**config.mk**
```make
export PLATFORM = sky130hd
export DESIGN_NAME = rts_sequencer
export DESIGN_NICKNAME = d
export VERILOG_FILES = /design/src/rts_pkg.sv /design/src/rts_sync.sv /design/src/rts_timer.sv /design/src/rts_sequencer.sv
export SDC_FILE = /design/constraint.sdc
export NUM_CORES = 1
export LEC_CHECK = 0
export BUFFER_PORTS_ARGS = -buffer_cell sky130_fd_sc_hd__buf_2
export CAP_MARGIN = 30
export CORE_MARGIN = 4
export CORE_UTILIZATION = 40
export CTS_CLUSTER_DIAMETER = 60
export DETAILED_ROUTE_END_ITERATION = 10
export GPL_ROUTABILITY_DRIVEN = 1
export SYNTH_ARGS = -nofsm -noshare
export SYNTH_HDL_FRONTEND = slang
export SYNTH_SLANG_ARGS = --single-unit
```
**constraint.sdc**
```tcl
create_clock -name pclk -period 1.8 [get_ports pclk]
set_input_delay 0.36 -clock pclk [delete_from_list [all_inputs] [get_ports pclk]]
set_output_delay 0.36 -clock pclk [all_outputs]
set_load 0.02 [all_outputs]
```
**src/rts_pkg.sv**
```systemverilog
`default_nettype none
package rts_pkg;
	// clock rate of pclk
	localparam int CLK_HZ = 20_000_000;
	// power-up delay, printed as 72 ms
	localparam int POWERUP_DELAY_TIMER_TIME_MS = 72;
	localparam int POWERUP_DELAY_TIMER_CYC = POWERUP_DELAY_TIMER_TIME_MS * (CLK_HZ / 1000);
	// brown-out qualification, a least time, rounded up
	localparam int BOR_QUAL_US = 100;
	localparam int BOR_QUAL_CYC = (BOR_QUAL_US * (CLK_HZ / 1000) + 999) / 1000;
	// master-clear glitch filter, a least time, rounded up
	localparam int MASTER_CLEAR_N_FILT_NS = 200;
	localparam int MASTER_CLEAR_N_FILT_CYC = (MASTER_CLEAR_N_FILT_NS * (CLK_HZ / 1_000_000) + 999) / 1000;
	// oscillator settle count in edges of the oscillator input
	localparam int OST_CYC = 1024;
	localparam int CNT_W = 21;
	localparam int BQ_W = 12;
	// register byte addresses
	localparam logic [11:0] ADDR_STATUS = 12'h000;
	localparam logic [11:0] ADDR_POWER_RESET_CAUSE = 12'h004;
	localparam logic [11:0] ADDR_SEQ = 12'h008;
	// field positions
	localparam int TO_BIT = 4;
	localparam int PD_BIT = 3;
	localparam int POR_BIT = 1;
	localparam int BORF_BIT = 0;
	// reset values, unknown bits taken as zero
	localparam logic [7:0] STATUS_POR = 8'h18;
	localparam logic [1:0] POWER_RESET_CAUSE_POR = 2'h0;
	localparam logic [2:0] BANK_RST = 3'h0;
	// program counter start values
	localparam int PC_W = 13;
	localparam logic [PC_W-1:0] PC_RESET = 13'h0000;
	localparam logic [PC_W-1:0] PC_IRQ_VEC = 13'h0004;
	localparam logic [PC_W-1:0] PC_STEP = 13'h0001;

	typedef enum logic [1:0] {
		RTS_LP = 2'h0,
		RTS_XT = 2'h1,
		RTS_HS = 2'h2,
		RTS_RC = 2'h3
	} rts_osc_mode_t;

	typedef struct packed {
		logic brownout_enable_cfg;
		logic powerup_delay_enable_n;
		rts_osc_mode_t osc_mode;
	} rts_cfg_t;

	// gray order along hold, delay, settle, run
	typedef enum logic [1:0] {
		ST_HOLD = 2'b00,
		ST_POWERUP_DELAY_TIMER = 2'b01,
		ST_OST = 2'b11,
		ST_RUN = 2'b10
	} rts_state_t;

	// crystal and resonator modes need the settle count
	function automatic logic rts_is_crystal(input rts_osc_mode_t m);
		return m != RTS_RC;
	endfunction : rts_is_crystal
endpackage : rts_pkg
`default_nettype wire

```
**src/rts_sync.sv**
```systemverilog
`timescale 1ns/1ps
`default_nettype none
module rts_sync
	import rts_pkg::*;
#(
	parameter int W = 1
) (
	input wire logic clk,
	input wire logic rst_n,
	input wire logic [W-1:0] d,
	output logic [W-1:0] q
);
	logic [W-1:0] meta_ff;
	logic [W-1:0] sync_ff;

	// two flops per bit; the first is read only by the second
	for (genvar i = 0; i < W; i++) begin : g_bit
		always_ff @(posedge clk or negedge rst_n) begin
			if (!rst_n) begin
				meta_ff[i] <= 1'b0;
				sync_ff[i] <= 1'b0;
			end else begin
				meta_ff[i] <= d[i];
				sync_ff[i] <= meta_ff[i];
			end
		end
	end

	assign q = sync_ff;
endmodule : rts_sync
`default_nettype wire

```
**src/rts_timer.sv**
```systemverilog
`timescale 1ns/1ps
`default_nettype none
module rts_timer
	import rts_pkg::*;
(
	input wire logic clk,
	input wire logic rst_n,
	input wire logic clr,
	input wire logic step,
	input wire logic [CNT_W-1:0] limit,
	output logic done
);
	logic [CNT_W-1:0] count_ff;

	// saturating up-count; clear has priority so a source holds it at zero
	always_ff @(posedge clk or negedge rst_n) begin
		if (!rst_n) begin
			count_ff <= '0;
		end else if (clr) begin
			count_ff <= '0;
		end else if (step && count_ff != limit) begin
			count_ff <= count_ff + 1'b1;
		end
	end

	assign done = (count_ff == limit);
endmodule : rts_timer
`default_nettype wire

```
**src/rts_sequencer.sv**
```systemverilog
`timescale 1ns/1ps
`default_nettype none
// Contract
// - hold reset for 1024 oscillator edges
// - settle count only in crystal modes
// - brown-out reset only when configured on
// - brown-out needs low supply beyond qualify time
// - stay in reset, then power-up delay
// - low again during delay restarts sequence
// - brown-out enable forces power-up delay on
// - delay, then settle count, then release
// - master clear held past time-outs starts immediately
// - delay selection by mode and cause
// - brown-out flag cleared on brown-out, software sets
// - power-on flag cleared only by power-on
// - timeout and powerdown flags encode cause
// - status and power flags reset values
// - start address zero, next, or vector
// - power-on and brown-out initialise registers
// - power-up delay of 72 ms
// - never drive clear pin, filter glitches
module rts_sequencer
	import rts_pkg::*;
#(
	parameter int POWERUP_DELAY_TIMER_CYC_P = POWERUP_DELAY_TIMER_CYC
) (
	input wire logic pclk,
	input wire logic presetn,
	input wire logic psel,
	input wire logic penable,
	input wire logic pwrite,
	input wire logic [11:0] paddr,
	input wire logic [31:0] pwdata,
	output logic [31:0] prdata,
	output logic pready,
	output logic pslverr,
	input wire rts_cfg_t cfg,
	input wire logic master_clear_n,
	input wire logic por_detect,
	input wire logic brownout_low,
	input wire logic oscillator_input,
	input wire logic watchdog_timeout,
	input wire logic sleep_enter,
	input wire logic irq_wake_req,
	input wire logic global_irq_enable,
	input wire logic [PC_W-1:0] pc_current,
	output logic core_hold,
	output logic periph_reset,
	output logic [PC_W-1:0] pc_start
);

	logic master_clear_n_n_s;
	logic por_s;
	logic bor_low_s;
	logic osc_s;
	logic osc_prev_ff;
	logic osc_rise;
	logic master_clear_n_low;
	logic master_clear_n_low_prev_ff;
	logic master_clear_n_evt;
	logic bor_qual;
	logic bor_hold_ff;
	logic hold_src;
	logic powerup_delay_timer_done;
	logic ost_done;
	logic xtal;
	logic powerup_delay_timer_need;
	logic sleep_ff;
	logic wake_seq_ff;
	logic wdt_reset;
	logic wdt_wake;
	logic irq_wake;
	logic wake;
	logic [BQ_W-1:0] low_run_ff;
	rts_state_t state_ff;
	rts_state_t nxt_state;
	logic [7:0] status_ff;
	logic [7:0] nxt_status;
	logic [1:0] power_reset_cause_ff;
	logic [1:0] nxt_power_reset_cause;
	logic [31:0] rd_mux;
	logic pready_ff;
	logic [31:0] prdata_ff;
	logic pslverr_ff;
	logic core_hold_ff;
	logic periph_reset_ff;
	logic [PC_W-1:0] pc_start_ff;
	logic acc;
	logic wr_fire;

	// address match, shared by the read mux, the error check and writes
	function automatic logic hit(input logic [11:0] a, input logic [11:0] off);
		return a == off;
	endfunction : hit

	rts_sync #(.W(4)) u_sync (
		.clk(pclk),
		.rst_n(presetn),
		.d({master_clear_n, por_detect, brownout_low, oscillator_input}),
		.q({master_clear_n_n_s, por_s, bor_low_s, osc_s})
	);

	// oscillator edges are counted on the synchronised copy
	always_ff @(posedge pclk or negedge presetn) begin
		if (!presetn) begin
			osc_prev_ff <= 1'b0;
		end else begin
			osc_prev_ff <= osc_s;
		end
	end
	assign osc_rise = osc_s & ~osc_prev_ff;

	// short low pulses on the clear pin never count
	rts_timer u_master_clear_n_filt (
		.clk(pclk),
		.rst_n(presetn),
		.clr(master_clear_n_n_s),
		.step(1'b1),
		.limit(CNT_W'(MASTER_CLEAR_N_FILT_CYC)),
		.done(master_clear_n_low)
	);

	always_ff @(posedge pclk or negedge presetn) begin
		if (!presetn) begin
			master_clear_n_low_prev_ff <= 1'b0;
		end else begin
			master_clear_n_low_prev_ff <= master_clear_n_low;
		end
	end
	assign master_clear_n_evt = master_clear_n_low & ~master_clear_n_low_prev_ff;

	// qualify timer only runs when brown-out is enabled
	// low supply must persist for the qualify time
	rts_timer u_bor_qual (
		.clk(pclk),
		.rst_n(presetn),
		.clr(~(bor_low_s & cfg.brownout_enable_cfg)),
		.step(1'b1),
		.limit(CNT_W'(BOR_QUAL_CYC)),
		.done(bor_qual)
	);

	// brown-out held until the supply indication recovers
	always_ff @(posedge pclk or negedge presetn) begin
		if (!presetn) begin
			bor_hold_ff <= 1'b0;
		end else if (!cfg.brownout_enable_cfg) begin
			bor_hold_ff <= 1'b0;
		end else if (bor_qual) begin
			bor_hold_ff <= 1'b1;
		end else if (!bor_low_s) begin
			bor_hold_ff <= 1'b0;
		end
	end

	// run length of low supply, kept only to check qualification
	always_ff @(posedge pclk or negedge presetn) begin
		if (!presetn) begin
			low_run_ff <= '0;
		end else if (!(bor_low_s && cfg.brownout_enable_cfg)) begin
			low_run_ff <= '0;
		end else if (low_run_ff != BQ_W'(BOR_QUAL_CYC)) begin
			low_run_ff <= low_run_ff + 1'b1;
		end
	end

	// power sources hold the sequence in its idle state
	assign hold_src = por_s | bor_hold_ff;
	// brown-out enable forces the delay on
	assign powerup_delay_timer_need = ~cfg.powerup_delay_enable_n | cfg.brownout_enable_cfg;
	// settle count skipped in RC mode
	assign xtal = rts_is_crystal(cfg.osc_mode);

	// fixed delay timed from the local clock
	rts_timer u_powerup_delay_timer (
		.clk(pclk),
		.rst_n(presetn),
		.clr(state_ff != ST_POWERUP_DELAY_TIMER),
		.step(1'b1),
		.limit(CNT_W'(POWERUP_DELAY_TIMER_CYC_P)),
		.done(powerup_delay_timer_done)
	);

	rts_timer u_ost (
		.clk(pclk),
		.rst_n(presetn),
		.clr(state_ff != ST_OST),
		.step(osc_rise),
		.limit(CNT_W'(OST_CYC)),
		.done(ost_done)
	);

	// watchdog and wake events split by the sleep state
	assign wdt_reset = watchdog_timeout & ~sleep_ff;
	assign wdt_wake = watchdog_timeout & sleep_ff;
	assign irq_wake = irq_wake_req & sleep_ff;
	assign wake = wdt_wake | irq_wake;

	// delay, then settle count, then run
	// each cause picks its own chain of time-outs
	always_comb begin
		nxt_state = state_ff;
		unique case (state_ff)
			ST_HOLD: begin
				nxt_state = powerup_delay_timer_need ? ST_POWERUP_DELAY_TIMER : (xtal ? ST_OST : ST_RUN);
			end
			ST_POWERUP_DELAY_TIMER: begin
				if (powerup_delay_timer_done) begin
					nxt_state = xtal ? ST_OST : ST_RUN;
				end
			end
			ST_OST: begin
				if (ost_done) begin
					nxt_state = ST_RUN;
				end
			end
			ST_RUN: begin
				if (wake && xtal) begin
					nxt_state = ST_OST;
				end
			end
		endcase
		// low supply during the delay starts over
		if (hold_src) begin
			nxt_state = ST_HOLD;
		end
	end

	always_ff @(posedge pclk or negedge presetn) begin
		if (!presetn) begin
			state_ff <= ST_HOLD;
		end else begin
			state_ff <= nxt_state;
		end
	end

	// sleep tracking; any reset or wake ends it
	always_ff @(posedge pclk or negedge presetn) begin
		if (!presetn) begin
			sleep_ff <= 1'b0;
		end else if (hold_src || master_clear_n_low || wake) begin
			sleep_ff <= 1'b0;
		end else if (sleep_enter) begin
			sleep_ff <= 1'b1;
		end
	end

	// a wake keeps registers, so its settle count must not init them
	always_ff @(posedge pclk or negedge presetn) begin
		if (!presetn) begin
			wake_seq_ff <= 1'b0;
		end else if (hold_src || master_clear_n_low) begin
			wake_seq_ff <= 1'b0;
		end else if (wake) begin
			wake_seq_ff <= 1'b1;
		end
	end

	// clear pin gates only the last step, timers keep running
	// nothing here drives the clear pin
	always_ff @(posedge pclk or negedge presetn) begin
		if (!presetn) begin
			core_hold_ff <= 1'b1;
		end else begin
			core_hold_ff <= (nxt_state != ST_RUN) | master_clear_n_low | wdt_reset;
		end
	end

	// register init on every reset except a wake
	always_ff @(posedge pclk or negedge presetn) begin
		if (!presetn) begin
			periph_reset_ff <= 1'b1;
		end else begin
			periph_reset_ff <= ((nxt_state != ST_RUN) & ~wake_seq_ff & ~wake) | master_clear_n_low | wdt_reset;
		end
	end

	always_ff @(posedge pclk or negedge presetn) begin
		if (!presetn) begin
			pc_start_ff <= PC_RESET;
		end else if (hold_src || master_clear_n_low || wdt_reset) begin
			pc_start_ff <= PC_RESET;
		end else if (irq_wake && global_irq_enable) begin
			pc_start_ff <= PC_IRQ_VEC;
		end else if (wake) begin
			pc_start_ff <= pc_current + PC_STEP;
		end
	end

	// apb access phase and the edge at which a write lands
	assign acc = psel & penable;
	assign wr_fire = acc & pready_ff & pwrite;

	// cause flags; hardware events beat a software write
	always_comb begin
		nxt_status = status_ff;
		if (wr_fire && hit(paddr, ADDR_STATUS)) begin
			nxt_status = {pwdata[7:5], status_ff[TO_BIT], status_ff[PD_BIT], pwdata[2:0]};
		end
		if (sleep_enter && !sleep_ff) begin
			nxt_status[TO_BIT] = 1'b1;
			nxt_status[PD_BIT] = 1'b0;
		end
		if (wdt_reset) begin
			nxt_status[7:5] = BANK_RST;
			nxt_status[TO_BIT] = 1'b0;
			nxt_status[PD_BIT] = 1'b1;
		end
		if (wdt_wake) begin
			nxt_status[TO_BIT] = 1'b0;
			nxt_status[PD_BIT] = 1'b0;
		end
		if (irq_wake) begin
			nxt_status[TO_BIT] = 1'b1;
			nxt_status[PD_BIT] = 1'b0;
		end
		if (master_clear_n_evt) begin
			nxt_status[7:5] = BANK_RST;
			if (sleep_ff) begin
				nxt_status[TO_BIT] = 1'b1;
				nxt_status[PD_BIT] = 1'b0;
			end
		end
		if (bor_hold_ff) begin
			nxt_status[7:5] = BANK_RST;
			nxt_status[TO_BIT] = 1'b1;
			nxt_status[PD_BIT] = 1'b1;
		end
		if (por_s) begin
			nxt_status = STATUS_POR;
		end
	end

	// brown-out flag cleared by hardware, set by software
	// power-on flag written by software, cleared by hardware only on power-on
	always_comb begin
		nxt_power_reset_cause = power_reset_cause_ff;
		if (wr_fire && hit(paddr, ADDR_POWER_RESET_CAUSE)) begin
			nxt_power_reset_cause = pwdata[1:0];
		end
		if (bor_hold_ff) begin
			nxt_power_reset_cause[BORF_BIT] = 1'b0;
		end
		if (por_s) begin
			nxt_power_reset_cause = POWER_RESET_CAUSE_POR;
		end
	end

	always_ff @(posedge pclk or negedge presetn) begin
		if (!presetn) begin
			status_ff <= STATUS_POR;
			power_reset_cause_ff <= POWER_RESET_CAUSE_POR;
		end else begin
			status_ff <= nxt_status;
			power_reset_cause_ff <= nxt_power_reset_cause;
		end
	end

	// read mux, unmapped reads return zero
	always_comb begin
		rd_mux = '0;
		if (hit(paddr, ADDR_STATUS)) begin
			rd_mux[7:0] = status_ff;
		end else if (hit(paddr, ADDR_POWER_RESET_CAUSE)) begin
			rd_mux[1:0] = power_reset_cause_ff;
		end else if (hit(paddr, ADDR_SEQ)) begin
			rd_mux[4:0] = {state_ff, sleep_ff, wake_seq_ff, bor_hold_ff};
		end
	end

	// one wait state: pready rises in the second access cycle
	always_ff @(posedge pclk or negedge presetn) begin
		if (!presetn) begin
			pready_ff <= 1'b0;
			prdata_ff <= '0;
			pslverr_ff <= 1'b0;
		end else if (acc && !pready_ff) begin
			pready_ff <= 1'b1;
			prdata_ff <= pwrite ? '0 : rd_mux;
			pslverr_ff <= ~(hit(paddr, ADDR_STATUS) | hit(paddr, ADDR_POWER_RESET_CAUSE) | hit(paddr, ADDR_SEQ));
		end else begin
			pready_ff <= 1'b0;
			prdata_ff <= '0;
			pslverr_ff <= 1'b0;
		end
	end

	assign prdata = prdata_ff;
	assign pready = pready_ff;
	assign pslverr = pslverr_ff;
	assign core_hold = core_hold_ff;
	assign periph_reset = periph_reset_ff;
	assign pc_start = pc_start_ff;
endmodule : rts_sequencer
`default_nettype wire

```
==> impl_metrics.json <==
{
  "ant_nets": 0,
  "fp.dieW_um": 141.5,
  "root_buffer": "clkbuf_16",
  "vias": 6179,
  "dpl.cell_count": 1122,
  "ys_seq_area_share_pct": 47.13,
  "ys_warn_count": 0,
  "ys_ff_latch": 134,
  "rsz0062_at_grt": "yes",
  "p_leak_nw": 3.876,
  "initial_core_util_pct": 41.05,
  "period_minus_slack_ps": 1768,
  "finalSetupViolCount": 0,
  "io_buffers": 72,
  "wire_per_inst_um": 15.20,
  "syn_avg_cell_area_um2": 9.266,
  "routed_wl_mm": 17.58,
  "fin_cells": 1157,
  "htreeDepth": 4,
  "cts_tree": "built",
  "slew_viol_final": 0,
  "crit_slowest_cell": "or4_4",
  "status": "finished, final reports clean",
  "fillCellCount": 1610,
  "dieHeight_um": 141.5,
  "synthToLayoutAreaGrowth_pct": 25.79,
  "final_nets": 1002,
  "arrival_ps": 2100,
  "route.detailed.drc": 0,
  "grt_start_max_net_pins": 40,
  "synth_area_um2": 7126,
  "synth_ff_type": "dfrtp_1",
  "drive_gt1_share_pct": 24.25,
  "worstMarginPinSlew_ps": 597.3,
  "slew_headroom_pct": 60.18,
  "max-cap-violations": 0,
  "crit_buf_inv": 0,
  "postSynth.asyncResetShare_pct": 100.0,
  "cp_top_family": "simple AND/OR/NAND/NOR gates",
  "start_kind": "flip-flop",
  "dr.first_iter.drc_count": 374,
  "clock_sinks": 134,
  "crit_fanout": 7,
  "critPathMaxStageDelay_ps": 430,
  "clock_latency_ps": 430,
  "timing.final.crit_share_pct": 98.22,
  "netlist_instances": 769,
  "core.rowCount": 48,
  "max-clock-path-buffers": 2,
  "crit_type": "flip-flop to flip-flop",
  "fmax_ghz": 0.5656,
  "hpwl_mm": 12.76,
  "min_path_type": "primary input to flip-flop",
  "antenna_found_initial": 0,
  "p_per_area_nw_per_um2": 801.9,
  "grt_use_total_pct": 17.88,
  "core_um2": 17360,
  "overflow": 0,
  "dieArea_um2": 20010,
  "finClkSkew_ps": 8.902,
  "hold_violations": 0,
  "power_mw": 7.188,
  "insertedDiodeCount": 0,
  "io_pins": 123,
  "final_util_pct": 51.64,
  "irDropWorstVdd_mv": 0.6537,
  "design_area_um2": 8964,
  "cp.required_ps": 2130,
  "place_area_um2": 8234,
  "multi_input_comb_area_um2": 3575,
  "path_cells": "ha_2 -> nand2_2 -> or3_4 -> or4_4 -> a221oi_2",
  "cts_buffers": 17,
  "via_per_inst": 5.341,
  "worstSetupEndpointType": "flip-flop",
  "seq_area_um2": 3359,
  "place_congestion": 0.8070,
  "grt_pass1_wl_mm": 29.05,
  "path_clk_slew_ps": 60,
  "yosysUniqueCellTypes": 61,
  "synth_edf_count": 0,
  "firstDrtPassIters": 5,
  "first_global_vias": 5764
}
## flip-flops by register name, indices dropped and copies added (netlist names), 4 cells and up
name and count:
u_sync.q 4, prdata 8, u_ost.count_ff 21, pc_start 13, u_powerup_delay_timer.count_ff 21, u_bor_qual.count_ff 21, u_master_clear_n_filt.count_ff 21, status_ff 8
u_sync.meta_ff 4
## final cells by class
type,count,share of cell area [%]
clock buffer,21,5.248
timing repair buffer,158,11.64
multi-input combinational,579,39.88
sequential,134,37.48
clock inverter,11,1.396
inverter,29,1.214
tap,225,3.141
## cells in the mapped netlist (4+ instances only)
cell      count  area share, %
a211oi_1      6           0.63
a21oi_1      56            3.9
a22oi_1       4           0.42
a31oi_1       7           0.61
and2_1       11           0.97
and3_1       12            1.1
and4_1       11            1.4
and4b_1       4           0.56
buf_4        24            2.5
clkbuf_1     23            1.2
dfrtp_1     130             46
dfstp_2       4            1.5
ha_1          9            1.6
inv_1        29            1.5
mux2i_1      11            1.5
nand2_1      57            3.0
nand2b_1      6           0.53
nand3_1      48            3.4
nand4_1      23            2.0
nor2_1       59            3.1
nor2b_1       4           0.35
nor3_1       21            1.5
nor4_1       25            2.2
nor4b_1       7           0.86
nor4bb_1      4           0.56
o21a_1        4           0.42
o21ai_0      42            2.9
o31ai_1       8           0.84
or2_2         5           0.44
or3_1        28            2.5
or4_1         7           0.74
xnor2_1      22            2.7
xor2_1       12            1.5
## timing repair
| item | 4_1_cts | 5_1_grt |
|---|---|---|
| endpoints found under the hold margin | 16 | 0 |
| hold buffers | 1 | 0 |
| endpoints found under the setup margin | 9 | 44 |
| buffers inserted | 0 | 2 |
| pin swaps | 1 | 6 |
| resized for setup | 6 | 17 |
## layer usage
metal  global-route usage (%)  wire length, um  vias up  part of all wire, %
met3                    4.954             1087       12                  6.2
met4                    5.505              194        0                  1.1
met5                        0                0        -                    0
met2                    27.06             8041      152                   46
met1                    25.11             8258     2941                   47
li1                         -                -     3074                    -
## cell families after synthesis
kind of cell / share of synthesized area [%]
AOI/OAI and AO/OA: 12.92
buffers and inverters: 5.443
muxes: 1.703
other: 0.05263
DFF: 47.13
adders and majority gates: 1.580
xor gates and xnor gates: 4.179
and+or+nand+nor: 26.99
## final timing paths
| path | from | endpoint | slack (ps) | cells after the start |
|---|---|---|---|---|
| min in group asynchronous | presetn | u_ost.count_ff[10] | 350 | 2 |
| setup reg to reg | u_bor_qual.count_ff[0] | u_bor_qual.count_ff[20] | 30 | 5 |
| max in group asynchronous | presetn | u_powerup_delay_timer.count_ff[2] | 870 | 3 |
| setup / recovery | u_bor_qual.count_ff[0] | u_bor_qual.count_ff[20] | 30 | 5 |
| hold reg to reg | u_sync.meta_ff[2] | u_sync.q[2] | 350 | 0 |
| hold / removal | master_clear_n | u_sync.meta_ff[3] | 30 | 1 |
## layout by cell type, fill, tap and decap left out, types with 12 or more instances in the layout
| master | instances |
|---|---|
| a21oi_1 | 54 |
| and3_1 | 12 |
| buf_2 | 71 |
| buf_4 | 82 |
| clkbuf_16 | 17 |
| conb_1 | 24 |
| dfrtp_1 | 129 |
| inv_1 | 29 |
| nand2_1 | 56 |
| nand3_1 | 47 |
| nand4_1 | 23 |
| nor2_1 | 59 |
| nor3_1 | 21 |
| nor4_1 | 24 |
| o21ai_0 | 39 |
| or3_1 | 25 |
| xnor2_1 | 22 |
| xor2_1 | 12 |
## stage by stage
step	setup TNS [ps]	hold WS (ps)	setup WS, ps
final	0	32.86	32.07
after global routing	-122.4	16.42	-41.04
after CTS	0	17.05	3.625
after detailed placement	-574.2	235.6	-85.10
after global placement	-232.5	233.8	-61.21
after floorplan	-34.05	64.41	-34.05
## power breakdown
group	switching [mW]	internal [mW]	leakage, nW
combinational	0.366	0.218	1.76
sequential	0.0440	3.07	1.82
clock	1.34	2.15	0.289
Power figures use the tool's default switching activity.
